[src/rtl/jsid_pkg.sv]
`default_nettype none
package jsid_pkg;
  localparam int NIN = 8;
  localparam int JOBW = 5;
  localparam int NJOB = 32;
  localparam int TMRW = 22;
  localparam logic [7:0] OFS_CTRL = 8'h00;
  localparam logic [7:0] OFS_FUNC = 8'h04;
  localparam logic [7:0] OFS_STAT = 8'h08;
  localparam logic [7:0] OFS_JADR = 8'h0c;
  localparam logic [7:0] OFS_JDAT = 8'h10;
  localparam int CTRL_CONF_BIT = 0;
  localparam int CTRL_LOAD_BIT = 1;
  localparam int CTRL_DONE_BIT = 2;
  localparam logic CONF_EN_RST = 1'b0;
  localparam logic [31:0] FUNC_RST = 32'h0000_0000;
  localparam logic [JOBW-1:0] JOB_RST = 5'h01;
  localparam logic [JOBW-1:0] JOB_SECOND = 5'h02;
  localparam logic [JOBW-1:0] JOB_MAX = 5'h1f;
  localparam logic [3:0] FN_NONE = 4'h0;
  localparam logic [3:0] FN_TWO = 4'h1;
  localparam logic [3:0] FN_PULSE = 4'h2;
  localparam logic [3:0] FN_BIT0 = 4'h3;
  localparam int CLK_HZ = 50_000_000;
  localparam int GAP_MS = 50;
  localparam int GAP_CYC = CLK_HZ / 1000 * GAP_MS;
  localparam int CONF_MS = 10;
  localparam int CONF_CYC = CLK_HZ / 1000 * CONF_MS;
  localparam logic [1:0] RESP_OKAY = 2'h0;
  localparam logic [1:0] RESP_SLVERR = 2'h2;

  typedef enum logic [3:0] {
    ST_IDLE = 4'b0001,
    ST_COUNT = 4'b0010,
    ST_WAIT = 4'b0100,
    ST_CONF = 4'b1000
  } jsid_state_t;

  typedef struct packed {
    logic [3:0] rsv3;
    logic pend;
    logic conf;
    logic busy;
    logic ready;
    logic [2:0] rsv2;
    logic [JOBW-1:0] cnt;
    logic [2:0] rsv1;
    logic [JOBW-1:0] disp;
    logic [2:0] rsv0;
    logic [JOBW-1:0] run;
  } jsid_stat_t;
endpackage
`default_nettype wire

[src/rtl/jsid_sync.sv]
`default_nettype none
module jsid_sync import jsid_pkg::*; #(
  parameter int W = 1
) (
  input wire logic clk,
  input wire logic rst_n,
  input wire logic [W-1:0] d,
  output logic [W-1:0] q
);
  logic [W-1:0] meta_r;
  logic [W-1:0] q_r;

  for (genvar i = 0; i < W; i++) begin : g_bit
    always_ff @(posedge clk) begin
      if (!rst_n) begin
        meta_r[i] <= 1'b0;
        q_r[i] <= 1'b0;
      end else begin
        meta_r[i] <= d[i];
        q_r[i] <= meta_r[i];
      end
    end
  end

  assign q = q_r;
endmodule
`default_nettype wire

[src/rtl/jsid_top.sv]
// The AXI4-Lite interface to the registers and the address map were chosen for this implementation.
`default_nettype none
module jsid_top import jsid_pkg::*; #(
  parameter logic [TMRW-1:0] GAP_CYCLES = TMRW'(GAP_CYC),
  parameter logic [TMRW-1:0] CONF_CYCLES = TMRW'(CONF_CYC)
) (
  input wire logic aclk,
  input wire logic aresetn,
  input wire logic [7:0] awaddr,
  input wire logic awvalid,
  output logic awready,
  input wire logic [31:0] wdata,
  input wire logic [3:0] wstrb,
  input wire logic wvalid,
  output logic wready,
  output logic [1:0] bresp,
  output logic bvalid,
  input wire logic bready,
  input wire logic [7:0] araddr,
  input wire logic arvalid,
  output logic arready,
  output logic [31:0] rdata,
  output logic [1:0] rresp,
  output logic rvalid,
  input wire logic rready,
  input wire logic [NIN-1:0] din,
  input wire logic trig,
  output logic ready_o,
  output logic confirm_o,
  output logic [JOBW-1:0] run_job_o,
  output logic job_chg_o
);
  logic awready_r, wready_r, bvalid_r, arready_r, rvalid_r;
  logic [1:0] bresp_r, rresp_r;
  logic [31:0] rdata_r;
  logic [7:0] aw_addr_r;
  logic [31:0] w_data_r;
  logic [3:0] w_strb_r;
  logic aw_got_r, w_got_r;
  logic wr_fire, wr_ok, rd_ok, load_w, done_w;
  logic [31:0] rd_word;
  logic conf_en_r;
  logic [31:0] func_r;
  logic [JOBW-1:0] jadr_r;
  logic [31:0] jmem [NJOB];
  logic [NIN:0] sync_q;
  logic [NIN-1:0] s_din;
  logic s_trig, trig_prev_r, trig_rise;
  logic [NIN-1:0] two_sel, pls_sel, bsel;
  logic [NIN-1:0] bhit [JOBW];
  logic [JOBW-1:0] bin_pat, bin_prev_r, two_job;
  logic two_any, two_lvl, two_prev_r, bin_any, pulse_in, p_prev_r, p_rise;
  logic bin_req, two_req, gap_hit, chg_any;
  jsid_state_t st_r;
  logic [JOBW-1:0] cnt_r, run_r, disp_r;
  logic [TMRW-1:0] tmr_r;
  logic ready_r, conf_r, busy_r, pend_r, job_chg_r;
  jsid_stat_t stat;

  function automatic logic [31:0] wmask(input logic [31:0] o, input logic [31:0] d,
                                        input logic [3:0] s);
    logic [31:0] r;
    r = o;
    for (int i = 0; i < 4; i++) begin
      if (s[i]) begin
        r[8*i +: 8] = d[8*i +: 8];
      end
    end
    return r;
  endfunction

  assign awready = awready_r;
  assign wready = wready_r;
  assign bvalid = bvalid_r;
  assign bresp = bresp_r;
  assign arready = arready_r;
  assign rvalid = rvalid_r;
  assign rdata = rdata_r;
  assign rresp = rresp_r;
  assign ready_o = ready_r;
  assign confirm_o = conf_r;
  assign run_job_o = run_r;
  assign job_chg_o = job_chg_r;

  // Address and data are latched separately so either may arrive first.
  always_ff @(posedge aclk) begin
    if (!aresetn) begin
      awready_r <= 1'b1;
      wready_r <= 1'b1;
      bvalid_r <= 1'b0;
      bresp_r <= RESP_OKAY;
      aw_got_r <= 1'b0;
      w_got_r <= 1'b0;
      aw_addr_r <= 8'h00;
      w_data_r <= 32'h0;
      w_strb_r <= 4'h0;
    end else begin
      if (awvalid && awready_r) begin
        aw_addr_r <= awaddr;
        aw_got_r <= 1'b1;
        awready_r <= 1'b0;
      end
      if (wvalid && wready_r) begin
        w_data_r <= wdata;
        w_strb_r <= wstrb;
        w_got_r <= 1'b1;
        wready_r <= 1'b0;
      end
      if (wr_fire) begin
        bvalid_r <= 1'b1;
        bresp_r <= wr_ok ? RESP_OKAY : RESP_SLVERR;
      end
      if (bvalid_r && bready) begin
        bvalid_r <= 1'b0;
        aw_got_r <= 1'b0;
        w_got_r <= 1'b0;
        awready_r <= 1'b1;
        wready_r <= 1'b1;
      end
    end
  end

  assign wr_fire = aw_got_r && w_got_r && !bvalid_r;
  assign wr_ok = (aw_addr_r <= OFS_JDAT) && (aw_addr_r[1:0] == 2'h0);
  assign load_w = wr_fire && aw_addr_r == OFS_CTRL && w_strb_r[0]
                  && w_data_r[CTRL_LOAD_BIT];
  assign done_w = wr_fire && aw_addr_r == OFS_CTRL && w_strb_r[0]
                  && w_data_r[CTRL_DONE_BIT];

  always_ff @(posedge aclk) begin
    if (!aresetn) begin
      conf_en_r <= CONF_EN_RST;
      func_r <= FUNC_RST;
      jadr_r <= 5'h00;
    end else if (wr_fire) begin
      if (aw_addr_r == OFS_CTRL && w_strb_r[0]) begin
        conf_en_r <= w_data_r[CTRL_CONF_BIT];
      end
      if (aw_addr_r == OFS_FUNC) begin
        func_r <= wmask(func_r, w_data_r, w_strb_r);
      end
      if (aw_addr_r == OFS_JADR && w_strb_r[0]) begin
        jadr_r <= w_data_r[JOBW-1:0];
      end
      if (aw_addr_r == OFS_JDAT) begin
        jadr_r <= jadr_r + 5'h01;
      end
      if (load_w) begin
        jadr_r <= 5'h00;
      end
    end
  end

  // A job-set load wipes every entry in one cycle, so no stale job survives.
  always_ff @(posedge aclk) begin
    if (!aresetn || load_w) begin
      for (int i = 0; i < NJOB; i++) begin
        jmem[i] <= 32'h0;
      end
    end else if (wr_fire && aw_addr_r == OFS_JDAT) begin
      jmem[jadr_r] <= wmask(jmem[jadr_r], w_data_r, w_strb_r);
    end
  end

  always_comb begin
    stat = '0;
    stat.pend = pend_r;
    stat.conf = conf_r;
    stat.busy = busy_r;
    stat.ready = ready_r;
    stat.cnt = cnt_r;
    stat.disp = disp_r;
    stat.run = run_r;
  end

  always_comb begin
    rd_word = 32'h0;
    rd_ok = 1'b1;
    case (araddr)
      OFS_CTRL: rd_word = {31'h0, conf_en_r};
      OFS_FUNC: rd_word = func_r;
      OFS_STAT: rd_word = stat;
      OFS_JADR: rd_word = {27'h0, jadr_r};
      OFS_JDAT: rd_word = jmem[jadr_r];
      default: rd_ok = 1'b0;
    endcase
  end

  always_ff @(posedge aclk) begin
    if (!aresetn) begin
      arready_r <= 1'b1;
      rvalid_r <= 1'b0;
      rdata_r <= 32'h0;
      rresp_r <= RESP_OKAY;
    end else if (arvalid && arready_r) begin
      arready_r <= 1'b0;
      rvalid_r <= 1'b1;
      rdata_r <= rd_word;
      rresp_r <= rd_ok ? RESP_OKAY : RESP_SLVERR;
    end else if (rvalid_r && rready) begin
      rvalid_r <= 1'b0;
      arready_r <= 1'b1;
    end
  end

  jsid_sync #(
    .W(NIN + 1)
  ) u_jsid_sync (
    .clk(aclk),
    .rst_n(aresetn),
    .d({trig, din}),
    .q(sync_q)
  );

  assign s_din = sync_q[NIN-1:0];
  assign s_trig = sync_q[NIN];

  // Each input picks its own function from a four-bit field of the map.
  for (genvar k = 0; k < NIN; k++) begin : g_in
    logic [3:0] fn;
    assign fn = func_r[4*k +: 4];
    assign two_sel[k] = (fn == FN_TWO);
    assign pls_sel[k] = (fn == FN_PULSE);
    assign bsel[k] = (fn >= FN_BIT0) && (fn < FN_BIT0 + 4'(JOBW));
    for (genvar b = 0; b < JOBW; b++) begin : g_bit
      assign bhit[b][k] = (fn == FN_BIT0 + 4'(b)) && s_din[k];
    end
  end

  for (genvar b = 0; b < JOBW; b++) begin : g_pat
    assign bin_pat[b] = |bhit[b];
  end

  assign two_any = |two_sel;
  assign two_lvl = |(two_sel & s_din);
  assign two_job = two_lvl ? JOB_SECOND : JOB_RST;
  assign bin_any = |bsel;
  assign pulse_in = |(pls_sel & s_din);
  assign p_rise = pulse_in && !p_prev_r;
  assign trig_rise = s_trig && !trig_prev_r;
  // Controller presents all binary bits together, so any change to a nonzero pattern is a real request.
  assign bin_req = bin_any && bin_pat != bin_prev_r && bin_pat != 5'h00;
  assign two_req = two_any && !bin_any && two_lvl != two_prev_r;
  assign gap_hit = st_r == ST_COUNT && !pulse_in && tmr_r == GAP_CYCLES - 1'b1;
  assign chg_any = bin_req || two_req || gap_hit;

  always_ff @(posedge aclk) begin
    if (!aresetn) begin
      bin_prev_r <= 5'h00;
      two_prev_r <= 1'b0;
      p_prev_r <= 1'b0;
      trig_prev_r <= 1'b0;
    end else begin
      bin_prev_r <= bin_pat;
      two_prev_r <= two_any ? two_lvl : 1'b0;
      p_prev_r <= pulse_in;
      trig_prev_r <= s_trig;
    end
  end

  // Binary wins over two-job, which wins over a finished pulse count.
  always_ff @(posedge aclk) begin
    if (!aresetn) begin
      run_r <= JOB_RST;
      job_chg_r <= 1'b0;
    end else begin
      job_chg_r <= chg_any;
      if (bin_req) begin
        run_r <= bin_pat;
      end else if (two_req) begin
        run_r <= two_job;
      end else if (gap_hit) begin
        run_r <= cnt_r;
      end
    end
  end

  // A new change in the same cycle as the clearing event keeps the flag set.
  always_ff @(posedge aclk) begin
    if (!aresetn) begin
      busy_r <= 1'b0;
      pend_r <= 1'b0;
      disp_r <= JOB_RST;
    end else begin
      if (chg_any) begin
        busy_r <= 1'b1;
      end else if (done_w) begin
        busy_r <= 1'b0;
      end
      if (chg_any) begin
        pend_r <= 1'b1;
      end else if (trig_rise) begin
        pend_r <= 1'b0;
      end
      if (trig_rise && pend_r) begin
        disp_r <= run_r;
      end
    end
  end

  // Pulses only advance the count in states where ready is high.
  always_ff @(posedge aclk) begin
    if (!aresetn) begin
      st_r <= ST_IDLE;
      cnt_r <= 5'h00;
      tmr_r <= '0;
      ready_r <= 1'b1;
      conf_r <= 1'b0;
    end else begin
      case (st_r)
        ST_IDLE: begin
          if (p_rise) begin
            cnt_r <= 5'h01;
            tmr_r <= '0;
            st_r <= ST_COUNT;
          end
        end
        ST_COUNT: begin
          if (p_rise) begin
            if (cnt_r != JOB_MAX) begin
              cnt_r <= cnt_r + 5'h01;
            end
            tmr_r <= '0;
          end else if (pulse_in) begin
            tmr_r <= '0;
          end else if (gap_hit) begin
            ready_r <= 1'b0;
            st_r <= ST_WAIT;
          end else begin
            tmr_r <= tmr_r + 1'b1;
          end
        end
        ST_WAIT: begin
          if (done_w) begin
            tmr_r <= '0;
            if (conf_en_r) begin
              conf_r <= 1'b1;
              st_r <= ST_CONF;
            end else begin
              ready_r <= 1'b1;
              st_r <= ST_IDLE;
            end
          end
        end
        ST_CONF: begin
          if (tmr_r == CONF_CYCLES - 1'b1) begin
            conf_r <= 1'b0;
            ready_r <= 1'b1;
            st_r <= ST_IDLE;
          end else begin
            tmr_r <= tmr_r + 1'b1;
          end
        end
        default: begin
          st_r <= ST_IDLE;
          ready_r <= 1'b1;
          conf_r <= 1'b0;
        end
      endcase
    end
  end
endmodule
`default_nettype wire
[config.mk]
export PLATFORM = sky130hd
export DESIGN_NAME = jsid_top
export DESIGN_NICKNAME = d
export VERILOG_FILES = /design/src/rtl/jsid_pkg.sv /design/src/rtl/jsid_sync.sv /design/src/rtl/jsid_top.sv
export SDC_FILE = /design/constraint.sdc
export NUM_CORES = 2
export LEC_CHECK = 0
export BUFFER_PORTS_ARGS = -buffer_cell sky130_fd_sc_hd__buf_4
export CORE_ASPECT_RATIO = 0.5
export CORE_MARGIN = 5
export CORE_UTILIZATION = 65
export CTS_BUF_LIST = sky130_fd_sc_hd__clkbuf_8
export DETAILED_ROUTE_END_ITERATION = 7
export PLACE_DENSITY = 0.81
export SLEW_MARGIN = 20
export SYNTH_ARGS = -nofsm -noshare
export SYNTH_HDL_FRONTEND = slang
export SYNTH_SLANG_ARGS = --single-unit
[constraint.sdc]
create_clock -name aclk -period 4.7 [get_ports aclk]
set_clock_uncertainty 0.2 [all_clocks]
set_input_delay 0.235 -clock aclk [delete_from_list [all_inputs] [get_ports aclk]]
set_output_delay 0.235 -clock aclk [all_outputs]
set_load 0.01 [all_outputs]
Word-level counts from Yosys, hierarchy flattened
Memory sizes are Yosys's and may differ from the RTL's. A register that Yosys moved wholly into a read port is not among the register bits. Cells that the tools add are included.

Register bits after elaboration: 197. Bits in latches: 0. Memory bits (writable): 1024. ROM bits: 0. Logic and storage cells: 349. Memories kept: 1.

Memory list: jmem (words 32, bits a word 32, rd ports 1, clocked after memory_dff 1, wr ports 32, line jsid_top.sv:45) `logic [31:0] jmem [NJOB];`.

Add/sub/neg operators: 3. Multipliers: 0. Divide/modulo/power cells: 0. $lt $le $gt $ge: 17. Equality and inequality tests: 84. Shift operators: 0. Mux-type cells: 71. Bitwise gates (word level): 5. Reduce and logical (&&, ||, !) cells: 117.

Operator list (count): 32-bit case mux with 5 select lines (1); 4-bit by 3-bit == test with 1-bit output, second input constant (33); 22-bit two-way mux (6); 8-bit two-way mux (12); 22-bit case mux with 4 select lines (1); 1-bit logical AND (72); 8-bit OR reduction (9); 4-bit by 2-bit == test with 1-bit output, second input constant (17); 5-bit two-way mux (12); 4-bit by 1-bit == test with 1-bit output, second input constant (9); 4-bit by 2-bit greater-or-equal comparator with 1-bit output, second input constant (8); 4-bit < comparator, second input constant (8); 32-bit two-way mux (1); 32-bit OR reduction (1); 4-bit two-way mux (7); 8-bit by 4-bit == test with 1-bit output, second input constant (3); 1-bit two-way mux (24); 22-bit by 1-bit adder with 22-bit output, second input constant (1); 22-bit by 19-bit == test with 1-bit output, second input constant (1); 22-bit == test, second input constant (1); 2-bit != test, second input constant (10); 8-bit AND (2); 8-bit by 3-bit == test with 1-bit output, second input constant (2); 8-bit by 5-bit == test with 1-bit output, second input constant (2); other kinds (30) (54).

Logic depth before layout (Yosys ltp)
Depth in word-level cells: 10. Gate-level depth with buffers: 11. Mapped depth without buffers: 9.

Modules after synthesis
Synthesis repeated with hierarchy kept, for this count alone.

Cell total of the unflattened synthesis: 3856. Area, all modules: 53128.5 sq um.

Modules (own cells, without submodules): jsid_top (times used 1, cells an instance 3819, area each 52626.7 sq um, sequential area each 34393.0 sq um); jsid_sync (times used 1, cells an instance 37, area each 501.7 sq um, sequential area each 360.3 sq um).

Worst setup path before layout
OpenSTA, ideal clock, no wires.

Kind: flip-flop to flip-flop. Start: reg bvalid_r, in the netlist bvalid. End: mem jmem[7][0], enable pin. Arrival: 2.887 ns. Data required time: 4.111 ns. Path slack: 1.224 ns. Cell stages (with the launch flop): 10. Path buffers: 2. Clock period less this slack: 3.476 ns. Cell sequence: dfxtp_1 and3b_1 clkbuf_1 and4_1 a21oi_1 nand3_1 nor2_1 nand2_1 clkbuf_1 nand2_1.

RTL lines: from (decl) (line jsid_top.sv:33) `logic awready_r, wready_r, bvalid_r, arready_r, rvalid_r;`; from (signal assigned) (line jsid_top.sv:90) `bvalid_r <= 1'b0;`; from (signal assigned) (line jsid_top.sv:110) `bvalid_r <= 1'b1;`; from (signal assigned) (line jsid_top.sv:114) `bvalid_r <= 1'b0;`; to (decl) (line jsid_top.sv:45).

==> flow_summary_export.csv <==
group,metric,value,unit
run_status,run_status,"finished with violations",
run_status,violations,"DRC",
sta,hold_violations,0,
detailed_routing,routed_wirelength,162000,µm
floorplan,rows,74,
placed_design,dp.cells,4907,
floorplan,die_area,87800,µm²
setup_path,crit_arrival,4.76,ns
sta,period_share,93.4,%
floorplan,ios,117,
synth,synth_edf_count,1024,
synth,yosysSeqAreaShare,65.5,%
global_routing,grt_pass1_vias,36700,
detailed_routing,ant_nets,0,
clock_tree,postCtsSetupBuffers,0,
pwr,p_leak,20.7,nW
sta,setup-tns-final,0,ns
setup_path,regToRegSetupSlack,0.31,ns
placed_design,place_congestion,0.983,
setup_path,critical_path_class,"reg -> reg",
detailed_routing,vias,36200,
synth,ys_top_cells_by_count,"nor2_1 (1115), edfxtp_1 (1024), mux4_2 (320)",
clock_tree,cts.sinks,1224,
synth,synthTopCellsByArea,"edfxtp_1 (58%), mux4_2 (14%), nor2_1 (7.9%), dfxtp_1 (7.5%), nand2_1 (2.0%)",
sta,worst_slew_pin_slew,1.14,ns
clock_tree,root_buffer,"clkbuf_8",
floorplan,initial_core_util,65.3,%
detailed_routing,viasPerCell,6.77,
clock_tree,cts.repair.resized,0,
detailed_routing,wl_per_cell,30.3,µm
synth,yosys_warnings,0,
synth,async_reset_ff_share,0,%
setup_path,reg2reg_to,"jmem[18][9]",
final_layout,num-nets-final,4191,
synth,synth_ff_type,"edfxtp_1",
global_routing,track_usage,37.4,%
sta,relSlewSlack,23.4,%
clock_tree,clkTransAtPathRegs,0.08,ns
min_path,hold_class,"in -> reg",
global_routing,grt_pass1_wl,239000,µm
sta,rsz0062_at_grt,"no",
final_layout,drive_above_1_share,20.9,%
clock_tree,cts_tree,"yes",
synth,synth_area,53100,µm²
sta,fmax,228,MHz
detailed_routing,drc,3,
floorplan,coreArea,81300,µm²
synth,synth_top_area_share,57.9,%
global_routing,grt_overflow,0,
clock_tree,htree_levels,4,
final_layout,finish.utilization,73.7,%
clock_tree,clock_latency,0.90,ns
setup_path,crit_end,"jmem[18][9]",
global_routing,grt_max_degree,68,
global_routing,antenna_found_initial,5,
placed_design,io_buffers,114,
synth,synthCells,3865,
detailed_routing,drt_pass1_iterations,8,
synth,yosysMostFrequentCell,"nor2_1",
setup_path,startpoint_type,"flip-flop",
floorplan,die_width,414,µm
pwr,power_density,350,nW/µm²
final_layout,n_fill_cell,4622,
sta,slew_viol_final,0,
final_layout,fin_cells,5348,
sta,setup_viol,0,
setup_path,endpoint_kind,"flip-flop",
synth,ys_types,71,
floorplan,chipHeight,212,µm
setup_path,crit_required,5.06,ns
synth,synth-seq-cells,1224,
setup_path,r2r_cells,8,
final_layout,synthToLayoutAreaGrowth,12.9,%
run,drv_cap,0,
synth,synth_top_area_cell,"edfxtp_1",
pwr,peakVddDrop,236,µV
setup_path,crit_path_max_fanout,44,
clock_tree,cts_buffers,163,
clock_tree,clockBufferDepth,3,
sta,fin_crit,4.39,ns
detailed_routing,drtIter0Drc,6382,
synth,syn-mean-instance-area,13.7,µm²
placed_design,hpwl,95600,µm
## cells in the final DEF, fill, tap and decap left out, drive strengths merged, types with 22 or more instances in the layout
| cell type | n |
|---|---|
| dfxtp | 200 |
| xor2 | 22 |
| dlygate4sd3 | 146 |
| mux4 | 320 |
| nand2 | 283 |
| a22oi | 47 |
| clkbuf | 175 |
| and2 | 28 |
| mux2 | 22 |
| nand3 | 26 |
| clkinv | 48 |
| o21ai | 46 |
| edfxtp | 1024 |
| nor3 | 22 |
| nor2 | 1115 |
| a21oi | 111 |
| mux2i | 39 |
| inv | 87 |
| buf | 274 |
## cell type report
class | count | area, µm² | share of cell area [%]
clock buffers | 175 | 2410 | 4.02
inverters | 24 | 92.6 | 0.155
clock inverters | 117 | 529 | 0.883
well taps | 1102 | 1380 | 2.30
multi-input cells | 2283 | 16800 | 28.1
diodes | 3 | 7.51 | 0.0125
flip-flops and latches | 1224 | 34800 | 58.0
repair buffers | 420 | 3920 | 6.54
## how the worst min path moves through the flow
stage	start	end	cells past startpoint
2_1_floorplan	wvalid	wready	1
3_3_place_gp	u_jsid_sync.meta_r[6]	u_jsid_sync.q[6]	1
3_5_place_dp	u_jsid_sync.meta_r[4]	u_jsid_sync.q[4]	1
4_1_cts	wdata[15]	w_data_r[15]	4
5_1_grt	awvalid	aw_addr_r[0]	4
6_report	awvalid	aw_got_r	4
## registers in the layout (all words and copies together), names as in the netlist, 8 cells and up, named ones only
name and flops:
w_data_r 32, func_r 32, rdata 32, u_jsid_sync.meta_r 9
u_jsid_sync.q 9, jmem 1024, aw_addr_r 8, tmr_r 22
## logic make-up (layout without fill, tap and decap cells)
group	Yosys count	in the layout	synth area share [%]
xor+xnor	29	29	0.478
buf+inv	359	736	3.19
flops	1224	1224	65.5
simple gates	1592	1592	12.3
compound gates	272	272	3.22
mux	381	381	15.2
other cells	1	5	0.00706
fa+ha+maj	7	7	0.165
## layer usage
metal | part of all wire, % | up-vias | GRT usage (%)
li1 | - | 14600 | -
met1 | 31 | 17600 | 47.1
met2 | 45 | 3332 | 57.3
met3 | 18 | 690 | 16.1
met4 | 5.3 | 11 | 17.4
met5 | 0.21 | - | 0
## where the power goes
part           internal [mW]  leakage (nW)  total (mW)  switching [mW]
Clock                   3.49          1.72        7.56            4.07
Sequential              12.0          12.2        12.2           0.151
Combinational          0.400          6.81        1.21           0.809
Total                   15.9          20.7        21.0            5.03
## per-stage QoR
stage / power (mW) / hold WS (ns) / area [µm²] / worst slack, ns
2_1_floorplan: 13.0 / 0.135 / 53100 / 1.22
3_3_place_gp: 13.4 / 0.222 / 55500 / 0.596
3_5_place_dp: 13.5 / 0.230 / 55500 / 0.590
4_1_cts: 20.8 / 0.00296 / 59900 / 0.557
5_1_grt: 21.5 / 0.0712 / 59900 / 0.332
6_report: 21.0 / 0.0702 / 59900 / 0.309
## timing repair
item | in CTS | in global routing
endpoints found under the setup margin | 0 | 0
hold endpoints to repair | 140 | 0
hold buffers | 146 | 0
## worst max-delay path, stage by stage (launching register included)
cell and delay, ns:
dfxtp_4 0.69, buf_12 0.36, buf_12 0.28, mux4_2 0.35, mux4_2 0.51, mux2i_1 0.81, nand2_1 0.23, o21ai_4 0.41
nor2_1 0.14
Power figures use the tool's default switching activity.
